--- src/rtl/bad_defines.vh ---
// bad_defines.vh: constants for the board address decoder
// assumes inclusion by bare name from the rtl files
`ifndef BAD_DEFINES_VH
`define BAD_DEFINES_VH
// status line code meaning no cycle (passive)
`define BAD_ST_PASSIVE   3'h7
// status codes 0..3 are i/o-side cycles, 4..6 memory-side
`define BAD_ST_SPACE_BIT 2
// memory cycle codes: read 5, write 6, fetch 4
`define BAD_ST_IORD      3'h1
`define BAD_ST_IOWR      3'h2
`define BAD_ST_MEMWR     3'h6
// rom sizes: 0=8k 1=16k 2=32k 3=64k
`define BAD_ROM_8K       2'h0
// address bits of one 8k byte-wide part
`define BAD_ROM_MIN_BITS 5'hd
// two banks of two byte lanes above one part
`define BAD_ROM_SPAN_BITS 5'h2
// bank select bit sits one above the part's top bit
`define BAD_ROM_BANK_OFS 5'h1
// rom region top of 1 mbyte space, one bank per 2*size
`define BAD_ROM_TOP      20'hfffff
// ram size default 512k
`define BAD_RAM_TOP      20'h7ffff
// i/o page: eight-byte port blocks from 0x00c0, base in a[15:3]
`define BAD_IO_BASE      13'h0018
// i/o select indices
`define BAD_IO_SERIAL    4'h0
`define BAD_IO_TIMER     4'h1
`define BAD_IO_PARALLEL  4'h2
`define BAD_IO_INTC      4'h3
`define BAD_IO_XA0       4'h4
`define BAD_IO_XA1       4'h5
`define BAD_IO_XB0       4'h6
`define BAD_IO_XB1       4'h7
`define BAD_IO_STATUS    4'h8
`define BAD_IO_COUNT     9
// translation lookup index width
`define BAD_LUT_AW       10
`define BAD_LUT_DW       4
`endif

--- src/rtl/bad_xlat_rom.v ---
// bad_xlat_rom.v: slave address range lookup, 10-bit index, registered out
// assumes index settles one cycle before data is used
`timescale 1ns/1ns
`include "bad_defines.vh"
module bad_xlat_rom #(
  parameter AW = `BAD_LUT_AW,
  parameter DW = `BAD_LUT_DW
) (
  input  wire          clk,
  input  wire [AW-1:0] index,
  output reg  [DW-1:0] xlatBits,
  output reg           rangeHit
);
  // index = {range setting 6b, incoming bits 4b}; hit when incoming
  // block lies at or below the jumpered top, translated = incoming + base
  wire [5:0] setting  = index[AW-1:4];
  wire [3:0] incoming = index[3:0];
  wire [3:0] base     = {2'h0, setting[5:4]};
  wire [3:0] top      = setting[3:0];
  always @(posedge clk) begin
    rangeHit <= (incoming <= top);
    xlatBits <= incoming + base;
  end
endmodule

--- src/rtl/bad_io_decode.v ---
// bad_io_decode.v: on-board i/o port decode into nine selects
// assumes address valid while enable is high
`timescale 1ns/1ns
`include "bad_defines.vh"
module bad_io_decode (
  input  wire        enable,
  input  wire [15:0] addr,
  output reg  [8:0]  ioSel,
  output wire        ioHit
);
  reg [12:0] offset;
  reg [3:0]  slot;
  always @* begin
    ioSel  = 9'h000;
    offset = addr[15:3] - `BAD_IO_BASE;
    slot   = offset[3:0];
    // a0 and a3..af examined, eight bytes per select
    if (enable && addr[0] == 1'b0 && offset < `BAD_IO_COUNT)
      ioSel[slot] = 1'b1; // one of nine two per connector
  end
  assign ioHit = |ioSel;
endmodule

--- src/rtl/bad_top.v ---
// bad_top.v: board address decoder and shared ram access steering
// assumes cpu status/address synchronous to clk; far side drives bus
// address before command strobes
`timescale 1ns/1ns
`include "bad_defines.vh"
// Behaviour
// - latch three status lines; space bit selects memory or i/o decode
// - memory decode raises at most one ram or rom select
// - i/o cycle raises one of nine peripheral selects
// - i/o decode uses a0 and a3..af; flags hit or not on-board
// - each expansion connector gets two separate selects
// - bus address is 20 bits, or 24 with page register enabled
// - bus address drive only after local bus acquisition
// - local ram hit plus command arbitrates; win gives gate and enable
// - command gate forwards local read/write to ram controller
// - rom hit enables command decode; memory read goes to rom
// - four rom enables: bank0/1 high and low bytes
// - rom sockets 8k..64k depth, default 8k
// - slave lookup of 10 bits; page compare by exclusive-or
// - offboard request only on lookup hit and page match
// - translated bits driven only with offboard drive enable
// - idle local side lets slave mode drive enable and slave gate
// - external masters never reach rom
// - shared ram defaults to local side when idle
// - overlay inhibit suppresses shared ram responses
module bad_top #(
  parameter ROM_SIZE = `BAD_ROM_8K
) (
  input  wire        clk,
  input  wire        rst,
  input  wire [2:0]  cpuStatus,
  input  wire [19:0] cpuAddr,
  input  wire        cpuCmd,
  input  wire        cpuBhe,
  input  wire        pageEnable,
  input  wire        pageLoad,
  input  wire [3:0]  pageData,
  input  wire        busGranted,
  input  wire [19:0] slvAddr,
  input  wire        slvRead,
  input  wire        slvWrite,
  input  wire [3:0]  slvPage,
  input  wire [5:0]  rangeSetting,
  input  wire        offboard_address_drive,
  input  wire        overlay_inhibit,
  output reg         spaceMem,
  output reg         ramSelect,
  output reg  [3:0]  romEnable,
  output reg         rom_hit,
  output reg         command_decode_enable,
  output reg         romRead,
  output reg  [8:0]  ioSelect,
  output reg         portHit,
  output reg         onboard_address_valid,
  output reg         status_register_select,
  output reg  [23:0] busAddr,
  output reg         bus_address_drive_enable,
  output reg         onboard_command_gate,
  output reg         slaveCommandGate,
  output reg         shared_ram_enable,
  output reg         local_shared_read,
  output reg         local_shared_write,
  output reg         ctrlRead,
  output reg         ctrlWrite,
  output reg         offboard_address_request,
  output reg  [3:0]  sharedHighAddr
);
  localparam S_IDLE  = 2'h0;
  localparam S_LOCAL = 2'h1;
  localparam S_SLAVE = 2'h2;

  reg  [2:0]  stLatch;
  reg  [19:0] addrLatch;
  reg  [3:0]  pageReg;
  reg  [1:0]  state;
  reg  [1:0]  next_state;
  wire [8:0]  ioSelW;
  wire        ioHitW;
  wire [3:0]  xlatBits;
  wire        rangeHit;

  // rom window width in address bits per socket (13..16)
  function [4:0] romBits;
    input [1:0] size;
    begin
      romBits = `BAD_ROM_MIN_BITS + {3'h0, size};
    end
  endfunction

  // true when addr lies in top 4*size bytes (two banks, two bytes)
  function isRom;
    input [19:0] a;
    input [1:0]  size;
    reg   [19:0] span;
    begin
      span  = 20'h00001 << (romBits(size) + `BAD_ROM_SPAN_BITS);
      isRom = a >= (`BAD_ROM_TOP - span + 20'h00001);
    end
  endfunction

  // memory write status code; every other memory code reads
  function isMemWrite;
    input [2:0] st;
    begin
      isMemWrite = (st == `BAD_ST_MEMWR);
    end
  endfunction

  // byte enables {b1hi, b1lo, b0hi, b0lo}: low lane on a0 low,
  // high lane on the active-low byte-high enable
  function [3:0] romByteEnables;
    input bank;
    input bhe;
    input a0;
    begin
      romByteEnables = {bank & ~bhe, bank & ~a0, ~bank & ~bhe, ~bank & ~a0};
    end
  endfunction

  wire cycleLive = (stLatch != `BAD_ST_PASSIVE);
  wire memCycle  = cycleLive && stLatch[`BAD_ST_SPACE_BIT];
  wire ioCycle   = cycleLive && !stLatch[`BAD_ST_SPACE_BIT];
  wire romW      = memCycle && isRom(addrLatch, ROM_SIZE);
  wire ramW      = memCycle && !romW && addrLatch <= `BAD_RAM_TOP;
  wire slvCmd    = slvRead || slvWrite;
  wire pageMatch = ~|(slvPage ^ pageReg);
  wire slvHit    = rangeHit && pageMatch;
  wire romBank   = addrLatch[romBits(ROM_SIZE) + `BAD_ROM_BANK_OFS];
  wire busCycle  = memCycle && !romW && !ramW;

  // status latch and page register
  always @(posedge clk) begin
    if (rst) begin
      stLatch   <= `BAD_ST_PASSIVE;
      addrLatch <= 20'h00000;
      pageReg   <= 4'h0;
    end else begin
      stLatch   <= cpuStatus;
      addrLatch <= cpuAddr;
      if (pageLoad)
        pageReg <= pageData;
    end
  end

  bad_io_decode u_io (
    .enable (ioCycle),
    .addr   (addrLatch[15:0]),
    .ioSel  (ioSelW),
    .ioHit  (ioHitW)
  );

  // slave range lookup: incoming address bits plus range setting
  bad_xlat_rom #(
    .AW (`BAD_LUT_AW),
    .DW (`BAD_LUT_DW)
  ) u_lut (
    .clk      (clk),
    .index    ({rangeSetting, slvAddr[13:10]}),
    .xlatBits (xlatBits),
    .rangeHit (rangeHit)
  );

  // shared ram arbitration, local side default
  always @* begin
    next_state = state;
    case (state)
      S_IDLE: begin
        if (ramW && cpuCmd && !overlay_inhibit)
          next_state = S_LOCAL;
        else if (slvCmd && slvHit && !overlay_inhibit)
          next_state = S_SLAVE;
      end
      S_LOCAL: begin
        if (!(ramW && cpuCmd))
          next_state = S_IDLE;
      end
      S_SLAVE: begin
        if (!slvCmd)
          next_state = S_IDLE;
      end
      default: next_state = S_IDLE;
    endcase
  end

  // next output values, registered below
  reg         next_spaceMem;
  reg         next_ramSelect;
  reg  [3:0]  next_romEnable;
  reg         next_romHit;
  reg         next_cmdDecodeEnable;
  reg         next_romRead;
  reg  [8:0]  next_ioSelect;
  reg         next_portHit;
  reg         next_onboardValid;
  reg         next_statusSelect;
  reg  [23:0] next_busAddr;
  reg         next_busDrive;
  reg         next_onboardGate;
  reg         next_slaveGate;
  reg         next_sharedEnable;
  reg         next_localRead;
  reg         next_localWrite;
  reg         next_ctrlRead;
  reg         next_ctrlWrite;
  reg         next_offboardReq;
  reg  [3:0]  next_sharedHigh;

  // decode and steering from the latched cycle
  always @* begin
    next_spaceMem = memCycle;

    // memory decode: single select
    next_ramSelect       = ramW;
    next_romHit          = romW;
    next_cmdDecodeEnable = romW;
    next_romRead         = romW && cpuCmd && !isMemWrite(stLatch);
    next_romEnable       = 4'h0;
    // four byte/bank enables
    if (romW) begin
      next_romEnable = romByteEnables(romBank, cpuBhe, addrLatch[0]);
    end

    // i/o decode
    next_ioSelect     = ioSelW;
    next_statusSelect = ioSelW[`BAD_IO_STATUS];
    next_portHit      = ioHitW;
    next_onboardValid = ioHitW || romW || ramW;

    // paged bus address, only with bus granted
    next_busDrive = busGranted && busCycle;
    next_busAddr  = 24'h000000;
    if (next_busDrive) begin
      next_busAddr = {pageEnable ? pageReg : 4'h0, addrLatch};
    end

    // local side gates
    next_onboardGate  = next_state == S_LOCAL;
    next_slaveGate    = next_state == S_SLAVE;
    next_sharedEnable = next_state != S_IDLE;
    next_localRead    = next_onboardGate && !isMemWrite(stLatch);
    next_localWrite   = next_onboardGate && isMemWrite(stLatch);
    next_ctrlRead = next_localRead || (next_slaveGate && slvRead);
    next_ctrlWrite = next_localWrite || (next_slaveGate && slvWrite);

    // slave request: ram only, never rom
    next_offboardReq = slvCmd && slvHit && !overlay_inhibit;
    next_sharedHigh  = 4'h0;
    if (offboard_address_drive) begin
      next_sharedHigh = xlatBits;
    end
  end

  // arbitration state register
  always @(posedge clk) begin
    if (rst) begin
      state <= S_IDLE;
    end else begin
      state <= next_state;
    end
  end

  // registered outputs, all low during reset
  always @(posedge clk) begin
    if (rst) begin
      spaceMem                 <= 1'b0;
      ramSelect                <= 1'b0;
      romEnable                <= 4'h0;
      rom_hit                  <= 1'b0;
      command_decode_enable    <= 1'b0;
      romRead                  <= 1'b0;
      ioSelect                 <= 9'h000;
      portHit                  <= 1'b0;
      onboard_address_valid    <= 1'b0;
      status_register_select   <= 1'b0;
      busAddr                  <= 24'h000000;
      bus_address_drive_enable <= 1'b0;
      onboard_command_gate     <= 1'b0;
      slaveCommandGate         <= 1'b0;
      shared_ram_enable        <= 1'b0;
      local_shared_read        <= 1'b0;
      local_shared_write       <= 1'b0;
      ctrlRead                 <= 1'b0;
      ctrlWrite                <= 1'b0;
      offboard_address_request <= 1'b0;
      sharedHighAddr           <= 4'h0;
    end else begin
      spaceMem                 <= next_spaceMem;
      ramSelect                <= next_ramSelect;
      romEnable                <= next_romEnable;
      rom_hit                  <= next_romHit;
      command_decode_enable    <= next_cmdDecodeEnable;
      romRead                  <= next_romRead;
      ioSelect                 <= next_ioSelect;
      portHit                  <= next_portHit;
      onboard_address_valid    <= next_onboardValid;
      status_register_select   <= next_statusSelect;
      busAddr                  <= next_busAddr;
      bus_address_drive_enable <= next_busDrive;
      onboard_command_gate     <= next_onboardGate;
      slaveCommandGate         <= next_slaveGate;
      shared_ram_enable        <= next_sharedEnable;
      local_shared_read        <= next_localRead;
      local_shared_write       <= next_localWrite;
      ctrlRead                 <= next_ctrlRead;
      ctrlWrite                <= next_ctrlWrite;
      offboard_address_request <= next_offboardReq;
      sharedHighAddr           <= next_sharedHigh;
    end
  end
endmodule

--- config.mk ---
export PLATFORM = sky130hd
export DESIGN_NAME = bad_top
export DESIGN_NICKNAME = d
export VERILOG_FILES = /design/src/rtl/bad_xlat_rom.v /design/src/rtl/bad_io_decode.v /design/src/rtl/bad_top.v
export VERILOG_INCLUDE_DIRS = /design/src /design/src/rtl
export SDC_FILE = /design/constraint.sdc
export NUM_CORES = 1
export LEC_CHECK = 0
export BUFFER_PORTS_ARGS = -buffer_cell sky130_fd_sc_hd__buf_2
export CORE_UTILIZATION = 50
export DETAILED_ROUTE_END_ITERATION = 10
export GPL_TIMING_DRIVEN = 1
export PLACE_DENSITY_LB_ADDON = 0.25
export REMOVE_ABC_BUFFERS = 1
export SLEW_MARGIN = 15
export SYNTH_ARGS = -nofsm -noshare
export SYNTH_HDL_FRONTEND = slang
export SYNTH_SLANG_ARGS = --single-unit
--- constraint.sdc ---
create_clock -name clk -period 5.1 [get_ports clk]
set_input_delay 0.765 -clock clk [delete_from_list [all_inputs] [get_ports clk]]
set_output_delay 0.765 -clock clk [all_outputs]
set_load 0.01 [all_outputs]
==> results.toml, run 1 <==
[floorplanning]
die_x_um = 78.2
die_h_um = 78.2
dieArea_sq_um = 6120
io_pins = 126
core.rowCount = 27
core_area_sq_um = 5540
initial_core_util_pct = 52.4

[hold_path]
min_path_type = "flop to flop"
holdPathStages = 1

[clock_network]
cts.htree.levels = 3
clk_latency_ns = 0.34
root_buffer = "clkbuf_8"
clkTransAtPathRegs_ns = 0.08
cts_tree = "yes"
post_cts_buffers = 0
cts.sinks = 90
cts_hold_buffers = 0
cts_buffer_depth = 2
cts_buffers = 9
ctsResizeCount = 0

[yosys]
synth-edff-count = 0
synth_fa_ha_area_share_pct = 4.13
synth-main-ff-cell = "dfxtp_1"
synth-simple-area-share_pct = 22.9
syn_area_sq_um = 2910
synthXorXnorAreaFrac_pct = 2.41
synth_mux_area_share_pct = 1.38
ys_async_sr_fraction_pct = 0
seq_area_frac_synth_pct = 62.0
synth_top_family_by_area = "simple AND/OR/NAND/NOR gates"
synthCells = 252
synth-compound-area-share_pct = 3.62
synth_warnings = 0
ys_seq_elements = 90
ys_types = 45
syn_avg_cell_area_sq_um = 11.5

[timing]
final_max_slew_viol_count = 0
rsz0062_at_grt = "no"
slew_headroom_pct = 57.3
finalHoldViolCount = 0
fmax_mhz = 506
skew_ns = 0.00762
fin_crit_sh_pct = 38.7
setup_viol = 0
worst_pin_slew_ns = 0.640
period_needed_ns = 1.98
hold_slack_ns = 0.428
final.setup.tns_ns = 0

[layout]
diodes = 0
fin_nets = 441
layout_commonest_cell = "buf_2"
fillers = 460
design_area_sq_um = 3710
area_growth_pct = 27.7
final_cell_mix = "109 x buf_2, 90 x dfxtp_1, 25 x and2_1"
final-seq-area_sq_um = 1800
final_layout_size_suffix_gt1_share_pct = 37.7
multi_input_area_sq_um = 1000
utilization_pct = 67.0

[detailed_routing]
first_pass_iters = 4
wl_met1_mm = 2.09
wl_met2_mm = 2.47
drt_iter0_markers = 55
ant_nets = 0
drc = 0
routed_wl_mm = 5.05
routed_via_density = 4.61
topRoutingLayerUsed = "met4"
wl_per_cell_um = 11.4
wl_met3_um = 387
vias = 2033

[pwr]
peakVddDrop_v = 0.000244
power_leakage_nw = 1.84
power_density_nw_per_um2 = 358

[status]
status = "completed"

[global_routing]
grt_max_degree = 35
grt_overflow = 0
grt.total_usage_pct = 17.3
antenna_found_initial = 0
grt_pass1_vias = 1818
grt_pass1_wl_mm = 7.95

[placed_design]
dp_hpwl_mm = 3.75
placed_area_sq_um = 3490
gp_congestion = 0.773
portBuffers = 109

[worst_setup_path]
worstRegToRegCells = 6
r2r_slack_ns = 3.12
crit_fanout = 8
cp.required_ns = 5.35
end_kind = "flop"
worstSetupPathType = "flop to flop"
crit_arrival_ns = 2.23
critPathLaunchType = "flop"

[job]
cap_viol_max_count = 0
## worst paths after layout
kind / start / endpoint
setup / recovery: addrLatch[6]$_SDFF_PP0_ / ioSelect[2]$_SDFF_PP0_
hold / removal: u_lut.xlatBits[2]$_DFF_P_ / sharedHighAddr[2]$_SDFF_PP0_
setup reg to reg: addrLatch[6]$_SDFF_PP0_ / ioSelect[2]$_SDFF_PP0_
hold reg to reg: u_lut.xlatBits[2]$_DFF_P_ / sharedHighAddr[2]$_SDFF_PP0_
## synth_stat cells (3+ instances only)
| cell | n | area share [%] |
|---|---|---|
| inv_1 | 13 | 1.7 |
| nand4_1 | 3 | 0.65 |
| nor2b_1 | 22 | 4.7 |
| mux2i_1 | 4 | 1.4 |
| xnor2_1 | 7 | 2.1 |
| ha_1 | 8 | 3.4 |
| nand2_1 | 4 | 0.52 |
| or2_2 | 4 | 0.86 |
| nor4_1 | 4 | 0.86 |
| dfxtp_1 | 90 | 62 |
| and2_1 | 25 | 5.4 |
| nor3_1 | 7 | 1.2 |
| nor2_1 | 14 | 1.8 |
| and3_1 | 6 | 1.3 |
| nand3_1 | 3 | 0.52 |
## registers in the layout, summed over array words and instances, names as in the netlist, 2 cells and up
name and count:
sharedHighAddr 4, isMemWrite.st 3, pageReg 4, u_lut.xlatBits 4, state 2, busAddr 24
addrLatch 20, ioSelect 9, romEnable 4
## kinds of logic after synthesis
| kind of cell | count (synthesis) |
|---|---|
| buffers and inverters | 21 |
| AND/OR/NAND/NOR | 107 |
| adder cells (fa/ha/maj) | 9 |
| AO/OA/AOI/OAI | 13 |
| flip-flops | 90 |
| XOR/XNOR | 8 |
| multiplexers | 4 |
## stage by stage
stage               worst slack [ns]  total power [mW]  cells
floorplan                       3.32             0.795    244
global placement                2.89             0.832    425
detailed placement              2.86             0.835    425
CTS                             3.11              1.34    441
global route                    2.93              1.38    441
finish                          3.12              1.33    441
## where the power goes
part / leakage [nW] / switching, mW / total [mW] / internal (mW)
Clock: 0.108 / 0.230 / 0.510 / 0.280
Sequential: 0.736 / 0.0106 / 0.735 / 0.724
Combinational: 0.993 / 0.0395 / 0.0828 / 0.0432
## per-layer routing
metal | GRT usage [%] | up-vias
met1 | 18.9 | 907
met3 | 5.81 | 10
met4 | 10.0 | 0
li1 | - | 1044
met5 | 0 | -
met2 | 29.1 | 72
## critical path, stage by stage, from the launching register on
cell and delay [ns]:
dfxtp_1 0.48, inv_1 0.14, ha_1 0.31, nor4_1 0.25
and4_1 0.29, nand4_1 0.20, nor4_1 0.21
## layout make-up
cell class | instances | share of cell area, %
Multi-Input combinational cell | 141 | 27.0
Tap cell | 72 | 2.43
Sequential cell | 90 | 48.6
Timing Repair Buffer | 109 | 14.7
Inverter | 13 | 1.31
Clock buffer | 13 | 4.82
Clock inverter | 3 | 1.21
Note: power is estimated with default switching activity, not from simulation.
==> run 2, diff against run 1 <==
--- a/config.mk
+++ b/config.mk
@@ -7,7 +7,7 @@
 export NUM_CORES = 1
 export LEC_CHECK = 0
 export BUFFER_PORTS_ARGS = -buffer_cell sky130_fd_sc_hd__buf_2
-export CORE_UTILIZATION = 50
+export CORE_UTILIZATION = 42
 export DETAILED_ROUTE_END_ITERATION = 10
 export GPL_TIMING_DRIVEN = 1
 export PLACE_DENSITY_LB_ADDON = 0.25
==> constraint.sdc (replaced) <==
create_clock -name clk -period 1.7 [get_ports clk]
set_input_delay 0.255 -clock clk [delete_from_list [all_inputs] [get_ports clk]]
set_output_delay 0.255 -clock clk [all_outputs]
set_load 0.01 [all_outputs]
==> results.toml, run 2 (synthesis results as in run 1) <==
[layout]
area_growth_pct = 29.3
fin_nets = 450
final_layout_size_suffix_gt1_share_pct = 39.3
reg_top3 = "busAddr: 24 flops, addrLatch: 20 flops, ioSelect: 9 flops"
diodes = 0
final_cell_mix = "109 x buf_2, 90 x dfxtp_1, 25 x and2_1"
design_area_sq_um = 3760
utilization_pct = 57.8
largest_reg_flops = 24
fillers = 590
instances_no_fill = 454
regMostFlops = "busAddr"
layout_commonest_cell = "buf_2"

[floorplanning]
die_h_um = 85.2
dieArea_sq_um = 7250
core_area_sq_um = 6490
initial_core_util_pct = 44.7
core.rowCount = 29
io_pins = 126
die_x_um = 85.2

[timing]
rsz0062_at_grt = "no"
fin_crit_sh_pct = 93.6
finalHoldViolCount = 0
final_max_slew_viol_count = 0
skew_ns = 0.00986
worst_pin_slew_ns = 0.380
period_needed_ns = 1.59
setup_viol = 0
fmax_mhz = 628
slew_headroom_pct = 74.4
timing.final.ws_setup_ns = 0.109

[worst_setup_path]
worstPathCellList = "inv_1 > ha_1 > nor4_2 > and4_1 > nand4_1 > buf_4 > nor2_1"
cpPeakStageDelay_ns = 0.33
cp.required_ns = 1.98
end_kind = "flop"
crit_fanout = 3
worstSetupPathType = "flop to flop"
critPathLaunchType = "flop"
startpoint = "addrLatch[6]$_SDFF_PP0_"
r2r-start = "addrLatch[6]$_SDFF_PP0_"
worstRegToRegCells = 7
cp_slowest_cell = "dfxtp_1"
crit_arrival_ns = 1.87

[global_routing]
grt_overflow = 0
grt_pass1_vias = 1895
grt.total_usage_pct = 15.4
antenna_found_initial = 0
grt_max_degree = 25
grt_pass1_wl_mm = 8.45

[detailed_routing]
wl_per_cell_um = 11.5
drc = 0
vias = 2056
wl_met2_mm = 2.55
wl_met1_mm = 2.23
wl_met3_um = 334
first_pass_iters = 4
routed_wl_mm = 5.21
topRoutingLayerUsed = "met4"
ant_nets = 0
routed_via_density = 4.53
drt_iter0_markers = 37

[clock_network]
clk_latency_ns = 0.34
cts_hold_buffers = 0
cts.htree.levels = 3
cts_buffers = 9
clkTransAtPathRegs_ns = 0.08
cts_tree = "yes"
root_buffer = "clkbuf_8"
cts.sinks = 90
cts_buffer_depth = 2

[placed_design]
dp_hpwl_mm = 3.98
pre_cts_ws_ns = -0.0451
placed_area_sq_um = 3550
gp_congestion = 0.728
dp_cells = 437
portBuffers = 109

[job]
cap_viol_max_count = 0

[pwr]
peakVddDrop_v = 0.000360
power_leakage_nw = 1.86
power_density_nw_per_um2 = 1010

[hold_path]
holdPathStages = 2
min-delay-start = "cpuBhe"
min_path_type = "primary input to flop"

[status]
status = "completed"
[run 2: metrics by stage]
| stage | power, mW | setup TNS, ns | hold WS, ns |
|---|---|---|---|
| after floorplan | 2.38 | 0 | 0.327 |
| after global placement | 2.51 | 0 | 0.411 |
| after detailed placement | 2.52 | -0.0680 | 0.417 |
| after CTS | 3.85 | 0 | 0.0719 |
| after global routing | 3.97 | 0 | 0.0875 |
| final | 3.80 | 0 | 0.0884 |
[run 2: per-layer routing]
metal / GRT usage, % / up-vias
li1: - / 1064
met1: 18.3 / 910
met2: 25.7 / 75
met3: 3.50 / 7
met4: 8.32 / 0
met5: 0 / -
[run 2: cell type report]
| class | instances | area, sq um | area share (%) |
|---|---|---|---|
| Inverter | 13 | 48.8 | 1.30 |
| Clock buffer | 12 | 165 | 4.40 |
| Clock inverter | 3 | 23.8 | 0.633 |
| Sequential cell | 90 | 1800 | 48.0 |
| Multi-Input combinational cell | 141 | 1010 | 26.8 |
| Tap cell | 77 | 96.3 | 2.56 |
| Timing Repair Buffer | 118 | 613 | 16.3 |
[run 2: power by group]
group	switching (mW)	internal (mW)
logic	0.125	0.141
registers	0.0302	2.17
clock network	0.685	0.646
[run 2: worst paths after layout]
check                                                    end  slack [ns]
worst min-delay path                 romEnable[3]$_SDFF_PP0_        0.09
worst min register to register  sharedHighAddr[3]$_SDFF_PP0_        0.42
worst max-delay path                  ioSelect[7]$_SDFF_PP0_        0.11
worst max register to register        ioSelect[7]$_SDFF_PP0_        0.11
[run 2: worst max-delay path, delay by kind of cell (launching register included)]
| kind | cells | cell delay, ns |
|---|---|---|
| adder cells (fa/ha/maj) | 1 | 0.30 |
| buffers and inverters | 2 | 0.26 |
| flip-flops | 1 | 0.33 |
| AND/OR/NAND/NOR | 4 | 0.65 |
[run 2: what timing repair did]
| action | in CTS | in global routing |
|---|---|---|
| endpoints found under the setup margin | 3 | 10 |
| resized for setup | 1 | 1 |
| pin swaps | 4 | 4 |
| setup buffers | 2 | 0 |
==> run 3, diff against run 2 <==
--- a/config.mk
+++ b/config.mk
@@ -12,6 +12,7 @@
 export GPL_TIMING_DRIVEN = 1
 export PLACE_DENSITY_LB_ADDON = 0.25
 export REMOVE_ABC_BUFFERS = 1
+export SETUP_SLACK_MARGIN = 0.3
 export SLEW_MARGIN = 15
 export SYNTH_ARGS = -nofsm -noshare
 export SYNTH_HDL_FRONTEND = slang
==> results.toml, run 3 (synthesis results as in run 1) <==
[worst_setup_path]
cp_num_cells = 7
crit_family = "simple AND/OR/NAND/NOR gates"
timing.rr.end = "ioSelect[7]$_SDFF_PP0_"
end_kind = "flop"
cp.required_ns = 1.99
worstSetupPathType = "flop to flop"
critical_path.endpoint = "ioSelect[7]$_SDFF_PP0_"
crit_arrival_ns = 1.77
r2r_slack_ns = 0.21
path_buf_inv = 2
critPathLaunchType = "flop"
r2r-start = "addrLatch[7]$_SDFF_PP0_"
startpoint = "addrLatch[7]$_SDFF_PP0_"
worstPathCellList = "inv_2 > ha_4 > nor4_4 > and4_1 > nand4_1 > buf_4 > nor2_1"
crit_fanout = 3
cp_slowest_cell = "dfxtp_2"
cpPeakStageDelay_ns = 0.34
worstRegToRegCells = 7

[pwr]
peakVddDrop_v = 0.000367
p_int_mw = 2.98
netSwitchingPower_mw = 0.880
power_density_nw_per_um2 = 981
switching_share_pct = 22.8
power_leakage_nw = 1.91
seqPwrFrac_pct = 57.2
clkPwrFrac_pct = 34.9
comb_power_share_pct = 7.8

[clock_network]
cts.sinks = 90
cts_tree = "yes"
cts_buffers = 9
cts_buffer_depth = 2
root_buffer = "clkbuf_8"
cts_hold_buffers = 0
clk_latency_ns = 0.34
clkTransAtPathRegs_ns = 0.09
cts.htree.levels = 3

[detailed_routing]
routed_wl_mm = 5.73
vias = 2132
first_pass_iters = 4
ant_nets = 0
drt_iter0_markers = 31
drc = 0
routed_via_density = 4.62
wl_per_cell_um = 12.4

[layout]
final_cell_mix = "109 x buf_2, 83 x dfxtp_1, 25 x and2_1"
fin_nets = 457
fillers = 571
regMostFlops = "busAddr"
diodes = 0
reg_top3 = "busAddr: 24 flops, addrLatch: 20 flops, ioSelect: 9 flops"
largest_reg_flops = 24
multi_input_area_sq_um = 1130
design_area_sq_um = 3940
area_growth_pct = 35.4
final-seq-area_sq_um = 1810
final_layout_size_suffix_gt1_share_pct = 46.1
layout_commonest_cell = "buf_2"

[timing]
skew_ns = 0.0111
setup_viol = 0
fin_crit_sh_pct = 87.4
slew_headroom_pct = 75.8
final_max_slew_viol_count = 0
final.setup.tns_ns = 0
period_needed_ns = 1.49
rsz0062_at_grt = "yes"
timing.final.ws_setup_ns = 0.214
worst_pin_slew_ns = 0.362
finalHoldViolCount = 0
fmax_mhz = 673

[global_routing]
antenna_found_initial = 0
grt_pass1_wl_mm = 9.04
grt_pass1_vias = 2009
grt_overflow = 0
grt_max_degree = 23
grt.total_usage_pct = 16.3

[floorplanning]
dieArea_sq_um = 7250
initial_core_util_pct = 44.7
core.rowCount = 29
io_pins = 126
die_h_um = 85.2
die_x_um = 85.2
core_area_sq_um = 6490

[job]
cap_viol_max_count = 0

[placed_design]
dp_hpwl_mm = 3.98
placed_area_sq_um = 3550
gp_congestion = 0.728
portBuffers = 109
pre_cts_ws_ns = -0.0451

[status]
status = "completed"

[hold_path]
min_path_type = "primary input to flop"
==> run 3: cell count changes in the layout (fill, tap and decap cells not counted), sizes merged <==
cell,delta
buf,+5
and4,+2
clkinvlp,+1
inv,-1
==> run 3: final cells by class <==
| cell class | instances | share of cell area (%) |
|---|---|---|
| flip-flops and latches | 90 | 46.0 |
| inverters | 13 | 1.34 |
| clock buffers | 12 | 4.20 |
| clock inverters | 3 | 0.604 |
| repair buffers | 123 | 16.7 |
| well taps | 77 | 2.45 |
| multi-input cells | 143 | 28.7 |
==> run 3: timing repair <==
item / in CTS / in global routing
pin swaps: 13 / 13
gates resized for setup: 21 / 12
buffers inserted: 5 / 2
gates cloned: 2 / 0
endpoints found under the hold margin: 0 / 0
setup endpoints to repair: 37 / 24
==> run 3: layer usage <==
| layer | GRT usage [%] | wire (um) | vias to the layer above |
|---|---|---|---|
| met3 | 3.50 | 306 | 11 |
| met5 | 0 | 0 | - |
| met1 | 19.4 | 2450 | 960 |
| met4 | 8.94 | 130 | 0 |
| li1 | - | - | 1089 |
| met2 | 27.6 | 2840 | 72 |
==> run 3: power by group through the flow <==
stage / logic (mW) / registers (mW) / clock network (mW)
2_1_floorplan: 0.128 / 2.26 / 0
6_report: 0.303 / 2.21 / 1.35
4_1_cts: 0.297 / 2.21 / 1.37
3_3_place_gp: 0.262 / 2.25 / 0
5_1_grt: 0.337 / 2.22 / 1.46
3_5_place_dp: 0.270 / 2.25 / 0
==> run 3: through the flow <==
step	hold WS (ns)	util [%]	cells	power (mW)
4_1_cts	0.0719	59.7	459	3.88
3_5_place_dp	0.417	54.6	437	2.52
6_report	0.0855	60.6	461	3.86
5_1_grt	0.0875	60.6	461	4.01
3_3_place_gp	0.411	54.6	437	2.51
2_1_floorplan	0.327	-	244	2.38
==> run 3: worst min-delay path by stage <==
stage | start | endpoint | slack [ns] | depth (start not counted)
after floorplan | rst | addrLatch[0]$_SDFF_PP0_ | 0.33 | 1
after global placement | addrLatch[1]$_SDFF_PP0_ | busAddr[1]$_SDFF_PP0_ | 0.41 | 1
after detailed placement | u_lut.xlatBits[2]$_DFF_P_ | sharedHighAddr[2]$_SDFF_PP0_ | 0.42 | 1
after CTS | cpuBhe | romEnable[3]$_SDFF_PP0_ | 0.07 | 2
after global routing | cpuBhe | romEnable[1]$_SDFF_PP0_ | 0.09 | 2
final | cpuBhe | romEnable[3]$_SDFF_PP0_ | 0.09 | 2
